<file path="src/iit_pkg.sv">
// Package with register map, field positions and constants of the idle interval timer
`default_nettype none
package iit_pkg;
  // ==========================================
  // Register map (byte addresses)
  localparam logic [11:0] IIT_OFS_PERIOD = 12'h000;
  localparam logic [11:0] IIT_OFS_IRQCTL = 12'h004;
  localparam logic [11:0] IIT_OFS_STATUS = 12'h008;
  localparam logic [11:0] IIT_OFS_MASK = 12'h00C;
  localparam logic [11:0] IIT_OFS_PORTG = 12'h010;
  // ==========================================
  // Field positions
  localparam int IIT_BIT_PENDING = 5;
  localparam int IIT_BIT_IRQEN = 4;
  localparam int IIT_BIT_GIE = 0;
  localparam int IIT_BIT_WAKE = 6;
  localparam int IIT_TAP_BASE = 11;
  // ==========================================
  // Reset values
  localparam logic [7:0] IIT_PERIOD_RST = 8'hF0;
  localparam logic [7:0] IIT_IRQCTL_RST = 8'h00;
  localparam logic [7:0] IIT_PORTG_RST = 8'hFF;
  localparam logic [15:0] IIT_COUNT_RST = 16'hFFFF;
  localparam logic [2:0] IIT_SEL_MAX = 3'h4;
  // ==========================================
  // Timing: 10 MHz system clock
  localparam int IIT_CLK_HZ = 10_000_000;
  localparam int IIT_SLOW_HZ = 32_768;
  localparam int IIT_SLOW_DIV = IIT_CLK_HZ / IIT_SLOW_HZ;
  localparam int IIT_CYC_DIV = 5;
  localparam int IIT_DIV_W = 9;
  // Status bits (sticky, write one to clear)
  localparam int IIT_ST_TICK = 0;
  localparam int IIT_ST_RESETREQ = 1;
  typedef enum logic [1:0] {IIT_MODE_FAST, IIT_MODE_DUAL, IIT_MODE_SLOW} iit_mode_t;
  typedef struct packed {
    logic slowOscOn;
    logic fastOscOn;
    logic dualClockEnable;
    logic coreClockSelect;
    logic rsvd;
    logic [2:0] idlePeriodSelect;
  } iit_period_t;
endpackage : iit_pkg
`default_nettype wire

</file>
<file path="src/iit_tick_gen.sv">
// Clock-enable tick generator for the idle counter
`default_nettype none
module iit_tick_gen (
  input wire logic clk_sys,
  input wire logic rstn,
  input wire logic slowSel,
  output logic tick
);
  logic [iit_pkg::IIT_DIV_W-1:0] cnt;
  logic [iit_pkg::IIT_DIV_W-1:0] lim;
  // Fast path divides by five, slow path approximates 32 kHz
  assign lim = slowSel ? iit_pkg::IIT_DIV_W'(iit_pkg::IIT_SLOW_DIV - 1) : iit_pkg::IIT_DIV_W'(iit_pkg::IIT_CYC_DIV - 1);
  always_ff @(posedge clk_sys or negedge rstn) begin
    if (!rstn) begin
      cnt <= '0;
      tick <= 1'b0;
    end else if (cnt >= lim) begin
      cnt <= '0;
      tick <= 1'b1;
    end else begin
      cnt <= cnt + 1'b1;
      tick <= 1'b0;
    end
  end
endmodule : iit_tick_gen
`default_nettype wire

</file>
<file path="src/idle_interval_timer.sv">
// Idle interval timer with APB register access and interrupt
// Summary of operation
// The idle counter is a 16-bit down counter that software cannot read or write.
// In high-speed mode the counter advances at the instruction-cycle rate, one fifth of the input clock.
// In dual-clock or low-speed mode the counter advances at the 32 kHz rate.
// In dual-clock and low-speed mode the instruction-cycle divider is stopped.
// The period select chooses counter bit 11 to 15 as the interval tap.
// Each tap underflow sets the idle tick pending flag.
// Each tap underflow clears bit 6 of the port G data register to wake the core.
// The idle tick interrupt is requested only while pending, enable and global enable are all set.
// Pending sits at bit 5 and its enable at bit 4 of the interrupt control register.
// Select codes 0 to 4 give 4k to 64k counts; codes above 4 are reserved.
// Reset clears the period select, giving the 4,096 interval.
// Software keeps bit 3 of the period control register at zero.
// Writing zero into the clock-mode bits forces a reset request.
// Changing the period select may set the pending flag spuriously.
// The counter also gives the watchdog tick and the start-up delay, done at the second tap underflow after reset.
// Pending stays set until software writes zero and is set by any underflow.
`default_nettype none
module idle_interval_timer (
  input wire logic clk_sys,
  input wire logic rstn,
  input wire logic psel,
  input wire logic penable,
  input wire logic pwrite,
  input wire logic [11:0] paddr,
  input wire logic [31:0] pwdata,
  input wire logic [3:0] pstrb,
  output logic [31:0] prdata,
  output logic pready,
  output logic pslverr,
  output logic irq,
  output logic idleTickIrq,
  output logic wakeBit,
  output logic deviceResetReq,
  output logic watchdogTick,
  output logic startupDone
);
  // ==========================================
  // Registers
  iit_pkg::iit_period_t idlePeriodCtrlReg;
  logic [7:0] irqControlReg;
  logic [7:0] portGData;
  logic [1:0] status;
  logic [1:0] mask;
  logic [15:0] idleCounter;
  logic [15:0] next_idleCounter;
  iit_pkg::iit_mode_t mode;
  logic cntTick;
  logic tapUnderflow;
  logic wrEn;
  logic rdEn;
  logic mapped;
  logic [4:0] startupCnt;
  logic resetEvent;

  assign wrEn = psel && penable && pwrite;
  assign rdEn = psel && !penable && !pwrite;
  assign mapped = paddr == iit_pkg::IIT_OFS_PERIOD || paddr == iit_pkg::IIT_OFS_IRQCTL ||
                  paddr == iit_pkg::IIT_OFS_STATUS || paddr == iit_pkg::IIT_OFS_MASK ||
                  paddr == iit_pkg::IIT_OFS_PORTG;

  // ==========================================
  // Clock mode decode
  always_comb begin
    if (!idlePeriodCtrlReg.dualClockEnable) begin
      mode = iit_pkg::IIT_MODE_FAST;
    end else if (idlePeriodCtrlReg.fastOscOn) begin
      mode = iit_pkg::IIT_MODE_DUAL;
    end else begin
      mode = iit_pkg::IIT_MODE_SLOW;
    end
  end

  // Divider runs fast only in high-speed mode
  iit_tick_gen u_tick (
    .clk_sys(clk_sys),
    .rstn(rstn),
    .slowSel(mode != iit_pkg::IIT_MODE_FAST),
    .tick(cntTick)
  );

  // ==========================================
  // Idle counter
  assign next_idleCounter = idleCounter - 16'h0001;
  // Tap bit falls 1->0 at underflow of the selected bit
  always_comb begin
    tapUnderflow = 1'b0;
    if (cntTick && idlePeriodCtrlReg.idlePeriodSelect <= iit_pkg::IIT_SEL_MAX) begin
      tapUnderflow = idleCounter[iit_pkg::IIT_TAP_BASE + idlePeriodCtrlReg.idlePeriodSelect] &&
                     !next_idleCounter[iit_pkg::IIT_TAP_BASE + idlePeriodCtrlReg.idlePeriodSelect];
    end
  end

  always_ff @(posedge clk_sys or negedge rstn) begin
    if (!rstn) begin
      idleCounter <= iit_pkg::IIT_COUNT_RST;
    end else if (cntTick) begin
      idleCounter <= next_idleCounter;
    end
  end

  // ==========================================
  // Period control register
  always_ff @(posedge clk_sys or negedge rstn) begin
    if (!rstn) begin
      idlePeriodCtrlReg <= iit_pkg::IIT_PERIOD_RST;
    end else if (wrEn && paddr == iit_pkg::IIT_OFS_PERIOD && pstrb[0]) begin
      idlePeriodCtrlReg <= pwdata[7:0];
      idlePeriodCtrlReg.rsvd <= 1'b0;
    end
  end

  // Zero write to clock-mode bits requests a device reset
  assign resetEvent = wrEn && paddr == iit_pkg::IIT_OFS_PERIOD && pstrb[0] && pwdata[7:4] == 4'h0;

  // ==========================================
  // Interrupt control register
  always_ff @(posedge clk_sys or negedge rstn) begin
    if (!rstn) begin
      irqControlReg <= iit_pkg::IIT_IRQCTL_RST;
    end else begin
      if (wrEn && paddr == iit_pkg::IIT_OFS_IRQCTL && pstrb[0]) begin
        irqControlReg <= pwdata[7:0];
      end
      if (tapUnderflow) begin
        irqControlReg[iit_pkg::IIT_BIT_PENDING] <= 1'b1;
      end
    end
  end

  // ==========================================
  // Port G data register
  always_ff @(posedge clk_sys or negedge rstn) begin
    if (!rstn) begin
      portGData <= iit_pkg::IIT_PORTG_RST;
    end else begin
      if (wrEn && paddr == iit_pkg::IIT_OFS_PORTG && pstrb[0]) begin
        portGData <= pwdata[7:0];
      end
      if (tapUnderflow) begin
        portGData[iit_pkg::IIT_BIT_WAKE] <= 1'b0;
      end
    end
  end

  // ==========================================
  // Sticky status, write one to clear, set wins
  always_ff @(posedge clk_sys or negedge rstn) begin
    if (!rstn) begin
      status <= 2'h0;
      mask <= 2'h0;
    end else begin
      if (wrEn && paddr == iit_pkg::IIT_OFS_MASK && pstrb[0]) begin
        mask <= pwdata[1:0];
      end
      status <= (status & ~((wrEn && paddr == iit_pkg::IIT_OFS_STATUS && pstrb[0]) ? pwdata[1:0] : 2'h0)) |
                {resetEvent, tapUnderflow};
    end
  end

  // ==========================================
  // Start-up delay and watchdog time base
  always_ff @(posedge clk_sys or negedge rstn) begin
    if (!rstn) begin
      startupCnt <= 5'h00;
      startupDone <= 1'b0;
      watchdogTick <= 1'b0;
    end else begin
      watchdogTick <= tapUnderflow;
      if (tapUnderflow && !startupDone) begin
        startupCnt <= startupCnt + 5'h01;
      end
      startupDone <= startupDone || (tapUnderflow && startupCnt != 5'h00);
    end
  end

  // ==========================================
  // Outputs
  always_ff @(posedge clk_sys or negedge rstn) begin
    if (!rstn) begin
      irq <= 1'b0;
      idleTickIrq <= 1'b0;
      wakeBit <= 1'b1;
      deviceResetReq <= 1'b0;
    end else begin
      idleTickIrq <= irqControlReg[iit_pkg::IIT_BIT_PENDING] && irqControlReg[iit_pkg::IIT_BIT_IRQEN] &&
                     irqControlReg[iit_pkg::IIT_BIT_GIE];
      irq <= |(status & mask);
      wakeBit <= portGData[iit_pkg::IIT_BIT_WAKE];
      deviceResetReq <= resetEvent;
    end
  end

  // ==========================================
  // APB slave: no wait states, read data captured in setup
  always_ff @(posedge clk_sys or negedge rstn) begin
    if (!rstn) begin
      prdata <= 32'h0000_0000;
      pready <= 1'b0;
      pslverr <= 1'b0;
    end else begin
      pready <= psel && !penable;
      pslverr <= psel && !penable && !mapped;
      if (rdEn) begin
        case (paddr)
          iit_pkg::IIT_OFS_PERIOD: prdata <= {24'h00_0000, idlePeriodCtrlReg};
          iit_pkg::IIT_OFS_IRQCTL: prdata <= {24'h00_0000, irqControlReg};
          iit_pkg::IIT_OFS_STATUS: prdata <= {30'h0000_0000, status};
          iit_pkg::IIT_OFS_MASK: prdata <= {30'h0000_0000, mask};
          iit_pkg::IIT_OFS_PORTG: prdata <= {24'h00_0000, portGData};
          default: prdata <= 32'h0000_0000;
        endcase
      end
    end
  end

  // ==========================================
  // Assertions
  AST_PEND_SET: assert property (@(posedge clk_sys) disable iff (!rstn)
    tapUnderflow |=> irqControlReg[iit_pkg::IIT_BIT_PENDING])
    else $error("pending not set on underflow");
  AST_WAKE_CLR: assert property (@(posedge clk_sys) disable iff (!rstn)
    tapUnderflow |=> !portGData[iit_pkg::IIT_BIT_WAKE] ##1 !wakeBit)
    else $error("wake bit not cleared");
  AST_IRQ_AND: assert property (@(posedge clk_sys) disable iff (!rstn)
    idleTickIrq == $past(irqControlReg[5] && irqControlReg[4] && irqControlReg[0]))
    else $error("idle irq gating wrong");
  AST_RSVD_SEL: assert property (@(posedge clk_sys) disable iff (!rstn)
    idlePeriodCtrlReg.idlePeriodSelect > iit_pkg::IIT_SEL_MAX |-> !tapUnderflow)
    else $error("underflow on reserved code");
  AST_RSVD_BIT: assert property (@(posedge clk_sys) disable iff (!rstn) !idlePeriodCtrlReg.rsvd)
    else $error("reserved bit set");
  AST_RESET_REQ: assert property (@(posedge clk_sys) disable iff (!rstn)
    resetEvent |=> deviceResetReq ##1 status[iit_pkg::IIT_ST_RESETREQ])
    else $error("reset request missing");
  AST_CNT_STEP: assert property (@(posedge clk_sys) disable iff (!rstn)
    cntTick |=> idleCounter == $past(idleCounter) - 16'h0001)
    else $error("counter did not step");
  AST_HOLD: assert property (@(posedge clk_sys) disable iff (!rstn)
    !cntTick |=> idleCounter == $past(idleCounter))
    else $error("counter moved without tick");
  AST_PEND_HOLD: assert property (@(posedge clk_sys) disable iff (!rstn)
    irqControlReg[5] && !(wrEn && paddr == iit_pkg::IIT_OFS_IRQCTL) |=> irqControlReg[5])
    else $error("pending dropped");
  AST_WD: assert property (@(posedge clk_sys) disable iff (!rstn) tapUnderflow |=> watchdogTick)
    else $error("watchdog tick missing");
  COV_UNDERFLOW: cover property (@(posedge clk_sys) disable iff (!rstn) tapUnderflow);
  COV_IRQ: cover property (@(posedge clk_sys) disable iff (!rstn) $rose(idleTickIrq));
  COV_RESET: cover property (@(posedge clk_sys) disable iff (!rstn) deviceResetReq);
endmodule : idle_interval_timer
`default_nettype wire

</file>
<file path="config.mk">
export PLATFORM = sky130hd
export DESIGN_NAME = idle_interval_timer
export DESIGN_NICKNAME = d
export VERILOG_FILES = /design/src/iit_pkg.sv /design/src/iit_tick_gen.sv /design/src/idle_interval_timer.sv
export SDC_FILE = /design/constraint.sdc
export NUM_CORES = 1
export LEC_CHECK = 0
export BUFFER_PORTS_ARGS = -buffer_cell sky130_fd_sc_hd__buf_2
export CAP_MARGIN = 20
export CELL_PAD_IN_SITES_DETAIL_PLACEMENT = 0
export CELL_PAD_IN_SITES_GLOBAL_PLACEMENT = 1
export CORE_MARGIN = 5
export CORE_UTILIZATION = 37
export CTS_CLUSTER_DIAMETER = 120
export DETAILED_ROUTE_END_ITERATION = 10
export PLACE_DENSITY = 0.75
export SKIP_CTS_REPAIR_TIMING = 1
export SYNTH_ARGS = -nofsm -noshare
export SYNTH_HDL_FRONTEND = slang
export SYNTH_SLANG_ARGS = --single-unit
</file>
<file path="constraint.sdc">
create_clock -name clk_sys -period 3.85 [get_ports clk_sys]
set_clock_uncertainty 0.1 [all_clocks]
set_input_delay 0.1925 -clock clk_sys [delete_from_list [all_inputs] [get_ports clk_sys]]
set_output_delay 0.1925 -clock clk_sys [all_outputs]
set_load 0.02 [all_outputs]
</file>
After elaboration in Yosys (flattened, before gate mapping)
Cells that the tools add are included.
{ "classes": {"n_addsub": 4, "shift": 0, "mul": 0, "muxes": 16, "bitwise_logic": 4, "n_lt_le_gt_ge": 3, "n_reduce_logical": 39, "div_mod_pow": 0, "n_eq_ne": 4} }
{ "ops": {"columns": ["cell", "count"], "rows": [
  ["8-bit case mux with 5 select lines", 1],
  ["12-bit by 4-bit == test with 1-bit output (second input constant)", 2],
  ["1-bit logical AND", 22],
  ["9-bit 2-to-1 mux", 2],
  ["16-bit by 1-bit subtractor with 16-bit output (second input constant)", 1],
  ["12-bit by 3-bit == test with 1-bit output (second input constant)", 1],
  ["12-bit by 5-bit == test with 1-bit output (second input constant)", 1],
  ["12-bit logical NOT", 1],
  ["9-bit by 1-bit adder with 9-bit output (second input constant)", 1],
  ["9-bit greater-or-equal comparator", 1],
  ["1-bit binary-select mux with 4-bit select", 2],
  ["7-bit 2-to-1 mux", 1],
  ["1-bit 2-to-1 mux", 6],
  ["2-bit 2-to-1 mux", 3],
  ["6-bit 2-to-1 mux", 1],
  ["2-bit nonzero test", 3],
  ["4-bit by 3-bit adder with 5-bit output (first input constant)", 1],
  ["5-bit by 1-bit adder with 5-bit output (second input constant)", 1],
  ["1-bit logical NOT", 5],
  ["1-bit logical OR", 5],
  ["5-bit < comparator (second input constant)", 1],
  ["5-bit nonzero test", 1],
  ["2-bit AND", 2],
  ["4-bit logical NOT", 1],
  ["4 further kinds", 4]
]} }
{ "word_totals": {"ram_bits": 0, "mem_count": 0, "latchBits": 0, "out_inout_bits": 40, "inputBits": 53, "romBits": 0, "elab_cells": 94, "ff_bits": 98} }

Depth between registers and ports, before layout
Gate-level depths: netlist of the first run.
{ "logic_depth": {"depth_word": 8, "mapped_depth": 12, "ltp_nobuf": 9} }

Cells and area by module
Synthesis of the first run repeated with hierarchy kept, for this count alone.
{ "hier_totals": {"hier_cells": 382, "hier_area_um2": 4282.9} }
{ "modules_own_cells": {"columns": ["mod", "instances", "seq_area_each_um2", "cells_each", "area_each_um2"], "rows": [
  ["idle_interval_timer", 1, 1637.8, 327, 3677.3],
  ["iit_tick_gen", 1, 250.2, 55, 605.6]
]} }

Least setup slack after synthesis of the first run
Ideal clock, no wire load.
{ "synth_path": {"kind": "flip-flop to flip-flop", "start": "register idlePeriodCtrlReg[0] (netlist name)", "end": "register irqControlReg[5]", "required_ns": 3.626, "period_less_slack_ns": 3.268, "setup_ns": 0.124, "arrival_time_ns": 3.044, "stages_incl_launch_ff": 12, "slack_ns": 0.582, "path_buffers": 3, "cell_sequence": "dfrtp_1 clkbuf_1 inv_1 ha_1 clkbuf_1 mux4_2 mux4_2 nand3b_1 a2111oi_4 and2_1 buf_6 a211o_1"} }
{ "synth_between": {"elab_chain_len": 7, "word_cells_on_any_way": 12, "classes_between": "add/sub (1); order compare (1); mux (6); reduce/logical (4)"} }
{ "synth_lines": {"columns": ["element", "line", "source"], "rows": [
  ["start: declaration", "idle_interval_timer.sv:41", "iit_pkg::iit_period_t idlePeriodCtrlReg;"],
  ["start signal: assignment", "idle_interval_timer.sv:107", "idlePeriodCtrlReg <= iit_pkg::IIT_PERIOD_RST;"],
  ["start signal: assignment", "idle_interval_timer.sv:109", "idlePeriodCtrlReg <= pwdata[7:0];"],
  ["4-bit by 3-bit adder with 5-bit output", "idle_interval_timer.sv:90, idle_interval_timer.sv:91", null],
  ["1-bit binary-select mux with 4-bit select", "idle_interval_timer.sv:91", "!next_idleCounter[iit_pkg::IIT_TAP_BASE + idlePeriodCtrlReg.idlePeriodSelect];"],
  ["1-bit 2-to-1 mux (not written as such)", "idle_interval_timer.sv:91", null],
  ["1-bit logical NOT", "idle_interval_timer.sv:91", null],
  ["1-bit logical AND", "idle_interval_timer.sv:90", "tapUnderflow = idleCounter[iit_pkg::IIT_TAP_BASE + idlePeriodCtrlReg.idlePeriodSelect] &&"],
  ["1-bit 2-to-1 mux (*)", "idle_interval_timer.sv:89", "if (cntTick && idlePeriodCtrlReg.idlePeriodSelect <= iit_pkg::IIT_SEL_MAX) begin"],
  ["via tapUnderflow", "idle_interval_timer.sv:50", "logic tapUnderflow;"],
  ["1-bit 2-to-1 mux or 2-bit nonzero test (tied branches)", null, null],
  ["end signal: assignment", "idle_interval_timer.sv:121", "irqControlReg <= iit_pkg::IIT_IRQCTL_RST;"],
  ["end signal: assignment", "idle_interval_timer.sv:124", "irqControlReg <= pwdata[7:0];"],
  ["end: declaration", "idle_interval_timer.sv:42", "logic [7:0] irqControlReg;"]
]} }
Mark *: on every way through the listed nets, which the timed path passes. The rest lies on a longest branch. The select of a mux whose other input is x is not followed.
A chain may end at the register's enable or synchronous reset.

Final worst setup path of the first run
{ "layout_path": {"start": "register idleCounter[1]", "end": "register startupCnt[1]"} }
{ "layout_between": {"elab_chain_len": 7, "word_cells_on_any_way": 9, "classes_between": "add/sub (1); mux (5); reduce/logical (3)"} }
{ "layout_lines": {"columns": ["element", "line", "source"], "rows": [
  ["start: declaration", "idle_interval_timer.sv:46", "logic [15:0] idleCounter;"],
  ["start signal: assignment", "idle_interval_timer.sv:97", "idleCounter <= iit_pkg::IIT_COUNT_RST;"],
  ["start signal: assignment", "idle_interval_timer.sv:99", "idleCounter <= next_idleCounter;"],
  ["16-bit by 1-bit subtractor with 16-bit output", "idle_interval_timer.sv:85", "assign next_idleCounter = idleCounter - 16'h0001;"],
  ["1-bit binary-select mux with 4-bit select", "idle_interval_timer.sv:91", null],
  ["1-bit 2-to-1 mux (not written as such)", "idle_interval_timer.sv:91", null],
  ["1-bit logical NOT", "idle_interval_timer.sv:91", null],
  ["1-bit logical AND (*)", "idle_interval_timer.sv:90", null],
  ["1-bit 2-to-1 mux (*)", "idle_interval_timer.sv:89", null],
  ["1-bit logical AND (*)", "idle_interval_timer.sv:171", "if (tapUnderflow && !startupDone) begin"],
  ["end signal: assignment", "idle_interval_timer.sv:172", "startupCnt <= startupCnt + 5'h01;"],
  ["end: declaration", "idle_interval_timer.sv:54", "logic [4:0] startupCnt;"]
]} }
Mark *: on every way between the ends. The rest lies on a longest branch, timed or not. The select of a mux whose other input is x is not followed.

==> results.json, run 1 <==
{
  "maxCapViolations": 0,
  "cp_data_arrival_time_ns": 3.40,
  "synth_seq_cells": 74,
  "cp_max_fo": 6,
  "cts-buffers-inserted": 9,
  "grt_pass1_wl_microns": 13600,
  "fin_area_sq_mm": 0.00456,
  "cts-htree-levels": 3,
  "syn_area_sq_mm": 0.00410,
  "peakVddDrop_v": 0.000210,
  "crit_type": "reg2reg",
  "synth_edf_count": 0,
  "routed_wl_microns": 8310,
  "synthFlopType": "dfrtp_1",
  "critPathLaunchType": "register",
  "fin_cells": 558,
  "pre_cts_slack_ns": 0.618,
  "clockBufferDepth": 2,
  "finalCritPeriodShare_pct": 85.0,
  "vias": 2862,
  "synth.top_cell.area_share_pct": 27.4,
  "worstSkewPairLatency_ns": 0.35,
  "relSlewSlack_pct": 34.8,
  "fin_tns_setup_ns": 0,
  "ant_nets": 0,
  "drv_slew": 0,
  "drc": 0,
  "synth_cells": 376,
  "drive_gt1_share_pct": 30.9,
  "max_freq_mhz": 306,
  "num_rows": 38,
  "root_buffer": "clkbuf_8",
  "syn_to_final_growth_pct": 11.2,
  "antenna_cells": 0,
  "seq_area_frac_synth_pct": 46.0,
  "groute.usage.overall_pct": 12.7,
  "initialDrtViolationCount": 158,
  "coreArea_sq_mm": 0.0108,
  "setup_viol": 0,
  "die_y_microns": 115,
  "finalNetCount": 477,
  "dp.cells": 539,
  "synth_cell_type_count": 59,
  "io_pins": 93,
  "gp_congestion": 0.855,
  "dp_hpwl_microns": 5980,
  "syn_area_per_cell_sq_um": 10.9,
  "grt.overflow.total": 0,
  "path_clk_slew_ns": 0.08,
  "finalWorstSetupSlack_ns": 0.577,
  "p_leak_uw": 0.00196,
  "dieArea_sq_mm": 0.0133,
  "grt_pass1_vias": 2761,
  "required_ns": 3.97,
  "rsz0062_at_grt": "no",
  "finalHoldViolCount": 0,
  "routedWlPerCell_microns": 14.9,
  "fin_crit_ns": 3.27,
  "grt_max_degree": 39,
  "yosysTopAreaCell": "dfrtp_1",
  "synth_warnings": 0,
  "async_reset_ff_share_pct": 100,
  "dr.pass1.iters": 4,
  "start_util_pct": 37.8,
  "numPortBuffers": 41,
  "hold_path.class": "in2reg",
  "placed_area_sq_mm": 0.00433,
  "cp-end-kind": "register",
  "antenna_found_initial": 0,
  "worst_slew_pin_slew_ns": 0.974,
  "die_width_microns": 115,
  "vias_per_cell": 5.13,
  "powerDensity_mw_per_mm2": 429,
  "clock_sinks": 74,
  "cts_tree": "yes",
  "status": "complete, no violations",
  "synth.top_cells.by_area": "dfrtp_1 27%, dfstp_2 19%, mux2_2 6.9%, xnor2_1 4.5%, buf_4 4.4%"
}
worst max-delay path, cell delays in order, from the launching register on:
cell and delay, ns:
dfstp_2 0.41, inv_1 0.07, ha_1 0.26, or4b_1 0.58, nor3_1 0.39, xor2_1 0.12, o2111a_1 0.28, a2111oi_4 0.42
nand3b_1 0.18, mux2_1 0.34
routing by layer:
metal	vias up	wire [microns]	part of all wire (%)	track usage (%)
met3	8	396	4.8	2.95
li1	1366	-	-	-
met2	70	3950	48	18.9
met5	-	0	0	0
met4	0	90	1.1	5.01
met1	1418	3880	47	17.9
stage by stage:
stage	util [%]	hold WS (ns)	power, uW
floorplan	-	-0.203	1250
global placement	39.9	0.234	1330
detailed placement	39.9	0.251	1340
CTS	41.8	-0.139	1990
global route	42.1	0.00666	2080
finish	42.1	0.00564	1960
flip-flops by register name, indices dropped and copies added (netlist names), 2 cells and up:
name and count:
idleCounter 16, idlePeriodCtrlReg 7, irqControlReg 8, mask 2
portGData 8, prdata 8, startupCnt 5, status 2
u_tick.cnt 9
cells in the final DEF (no fill, tap or decap), drive strengths merged, types with 3 or more instances in the layout:
master and instances:
clkbuf 9, nand3b 3, nand2 16, nor4b 5, mux2 26, or2 3, nor3 9, a21oi 10
dlygate4sd3 3, or4 5, nor2 30, conb 24, a22o 3, o21ai 3, nor4 9, xor2 14
dfstp 29, inv 19, xnor2 21, nor2b 4, a222oi 7, nand3 15, mux2i 3, a22oi 3
and2 4, buf 46, dfrtp 45, ha 11, mux4 5, a21o 4
synth_stat cells (7+ instances only):
library cell / instances
mux2_2: 25
nor4_1: 9
nor3_1: 9
nand3_1: 15
xnor2_1: 21
clkbuf_1: 17
ha_1: 11
dfrtp_1: 45
inv_1: 15
a222oi_1: 7
dfstp_2: 29
buf_4: 24
nand2_1: 15
xor2_1: 14
a21oi_1: 10
nor2_1: 30
where the power goes:
group	total, uW	leakage [uW]	switching (uW)	internal [uW]
Combinational	358	0.000958	211	147
Sequential	973	0.000907	106	867
Clock	627	0.0000988	317	311
final timing paths:
| check | startpoint | depth (start not counted) | slack, ns | endpoint |
|---|---|---|---|---|
| min in group asynchronous | rstn | 2 | 0.39 | irq |
| worst min-delay path | psel | 3 | 0.006 | pready |
| max in group asynchronous | rstn | 3 | 2.26 | idlePeriodCtrlReg[5] |
| worst max-delay path | idleCounter[1] | 9 | 0.58 | startupCnt[1] |
| worst min register to register | portGData[6] | 0 | 0.28 | wakeBit |
| worst max register to register | idleCounter[1] | 9 | 0.58 | startupCnt[1] |
final cells by class:
| type | count | area [sq um] |
|---|---|---|
| Inverter | 15 | 56.3 |
| Sequential cell | 74 | 1890 |
| Clock inverter | 7 | 82.6 |
| Multi-Input combinational cell | 264 | 1960 |
| Clock buffer | 9 | 124 |
| Timing Repair Buffer | 49 | 273 |
| Fill cell | 1038 | 6280 |
| Tap cell | 140 | 175 |
cell families after synthesis:
| kind of cell | share of synthesized area, % |
|---|---|
| other cells | 0.0914 |
| mux | 10.7 |
| xor+xnor | 7.47 |
| buf+inv | 8.20 |
| simple gates | 15.8 |
| flops | 46.0 |
| fa+ha+maj | 3.35 |
| compound gates | 8.33 |
(Power assumes the default switching activity.)
==> run 2, diff against run 1 <==
--- a/config.mk
+++ b/config.mk
@@ -13,8 +13,8 @@
 export CORE_UTILIZATION = 37
 export CTS_CLUSTER_DIAMETER = 120
 export DETAILED_ROUTE_END_ITERATION = 10
+export HOLD_SLACK_MARGIN = 0.08
 export PLACE_DENSITY = 0.75
-export SKIP_CTS_REPAIR_TIMING = 1
 export SYNTH_ARGS = -nofsm -noshare
 export SYNTH_HDL_FRONTEND = slang
 export SYNTH_SLANG_ARGS = --single-unit
==> results.json, run 2 (synthesis results as in run 1) <==
{
  "path_buf_inv": 1,
  "clock_sinks": 74,
  "path_cells": "inv_1 -> ha_1 -> or4b_1 -> nor3_1 -> xor2_1 -> o2111a_1 -> a2111oi_4 -> nand3b_1 -> mux2_1",
  "root_buffer": "clkbuf_8",
  "vias": 2930,
  "grt_max_degree": 39,
  "groute.usage.overall_pct": 13.0,
  "drive_gt1_share_pct": 30.3,
  "fin_tns_setup_ns": 0,
  "clockBufferDepth": 2,
  "largest_reg_flops": 16,
  "p_leak_uw": 0.00200,
  "cts_tree": "yes",
  "grt_pass1_vias": 2785,
  "crit_type": "reg2reg",
  "final_cell_mix": "45 x dfrtp_1, 41 x buf_2, 30 x nor2_1, 29 x dfstp_2, 25 x mux2_2",
  "vias_per_cell": 5.18,
  "powerDensity_mw_per_mm2": 423,
  "fin_crit_ns": 3.28,
  "fin_hold_ws_ns": 0.178,
  "routedWlPerCell_microns": 14.8,
  "start_util_pct": 37.8,
  "final_common_cell": "dfrtp_1",
  "cp_max_fo": 6,
  "critPathLaunchType": "register",
  "dieArea_sq_mm": 0.0133,
  "drv_slew": 0,
  "die_width_microns": 115,
  "ant_nets": 0,
  "numPortBuffers": 41,
  "io_pins": 93,
  "placed_area_sq_mm": 0.00433,
  "grt.overflow.total": 0,
  "drc": 0,
  "required_ns": 3.98,
  "utilization_pct": 42.8,
  "worst_path_max_delay_cell": "or4b_1",
  "num_rows": 38,
  "hold_buffers": 11,
  "rsz0062_at_grt": "no",
  "hold_path.class": "in2reg",
  "gp_congestion": 0.855,
  "path_clk_slew_ns": 0.08,
  "finalCritPeriodShare_pct": 85.1,
  "cp_top_family": "simple AND/OR/NAND/NOR gates",
  "cts-htree-levels": 3,
  "max_freq_mhz": 305,
  "coreArea_sq_mm": 0.0108,
  "dr.pass1.iters": 5,
  "peakVddDrop_v": 0.000210,
  "cp_data_arrival_time_ns": 3.40,
  "syn_to_final_growth_pct": 13.2,
  "status": "complete, no violations",
  "reg.largest.list": "idleCounter x16, u_tick.cnt x9",
  "cts_resized": 0,
  "grt_pass1_wl_microns": 13900,
  "worstSkewPairLatency_ns": 0.35,
  "maxCapViolations": 0,
  "top_register": "idleCounter",
  "relSlewSlack_pct": 35.3,
  "setup_viol": 0,
  "cts-buffers-inserted": 9,
  "cp-end-kind": "register",
  "max_stage_delay_ns": 0.58,
  "initialDrtViolationCount": 194,
  "die_y_microns": 115,
  "fin_area_sq_mm": 0.00464,
  "postCtsSetupBuffers": 0,
  "antenna_found_initial": 0,
  "finalHoldViolCount": 0,
  "antenna_cells": 0,
  "routed_wl_microns": 8400,
  "finalNetCount": 485,
  "dp_hpwl_microns": 5980,
  "worst_slew_pin_slew_ns": 0.966
}
run 2: worst reg2reg max path, delay by kind of cell (launching register included):
family,cells,cell delay [ns]
simple gates,3,1.15
fa+ha+maj,1,0.26
flops,1,0.41
xor+xnor,1,0.12
mux,1,0.34
buf+inv,1,0.08
compound gates,2,0.70
run 2: through the flow:
| step | std cells | setup WS [ns] | total power [uW] |
|---|---|---|---|
| after global placement | 539 | 0.685 | 1330 |
| final | 566 | 0.573 | 1960 |
| after detailed placement | 539 | 0.618 | 1340 |
| after CTS | 566 | 0.601 | 2000 |
| after floorplan | 399 | 0.582 | 1250 |
| after global routing | 566 | 0.323 | 2080 |
run 2: final timing paths:
kind / startpoint / end / slack (ns) / cells past startpoint
worst max-delay path: idleCounter[1] / startupCnt[1] / 0.57 / 9
worst min-delay path: paddr[2] / status[1] / 0.18 / 4
worst max register to register: idleCounter[1] / startupCnt[1] / 0.57 / 9
worst min register to register: portGData[6] / wakeBit / 0.28 / 0
max in group asynchronous: rstn / idlePeriodCtrlReg[5] / 2.26 / 3
min in group asynchronous: rstn / irq / 0.38 / 2
run 2: per-layer routing:
layer | vias up | track usage [%] | part of all wire [%]
li1 | 1380 | - | -
met1 | 1459 | 18.1 | 46
met2 | 83 | 19.4 | 47
met3 | 8 | 3.00 | 5.5
met4 | 0 | 5.32 | 1.2
met5 | - | 0 | 0
run 2: report_power, final:
group          internal (uW)  switching [uW]  leakage (uW)
clock                    310             317     0.0000988
sequential               867             105      0.000907
combinational            152             212      0.000990
total                   1330             634       0.00200
run 2: final cells by class:
type / instances / area [sq um]
Fill cell: 1035 / 6200
Multi-Input combinational cell: 264 / 1960
Sequential cell: 74 / 1890
Timing Repair Buffer: 57 / 353
Tap cell: 140 / 175
Clock buffer: 9 / 124
Clock inverter: 7 / 82.6
Inverter: 15 / 56.3
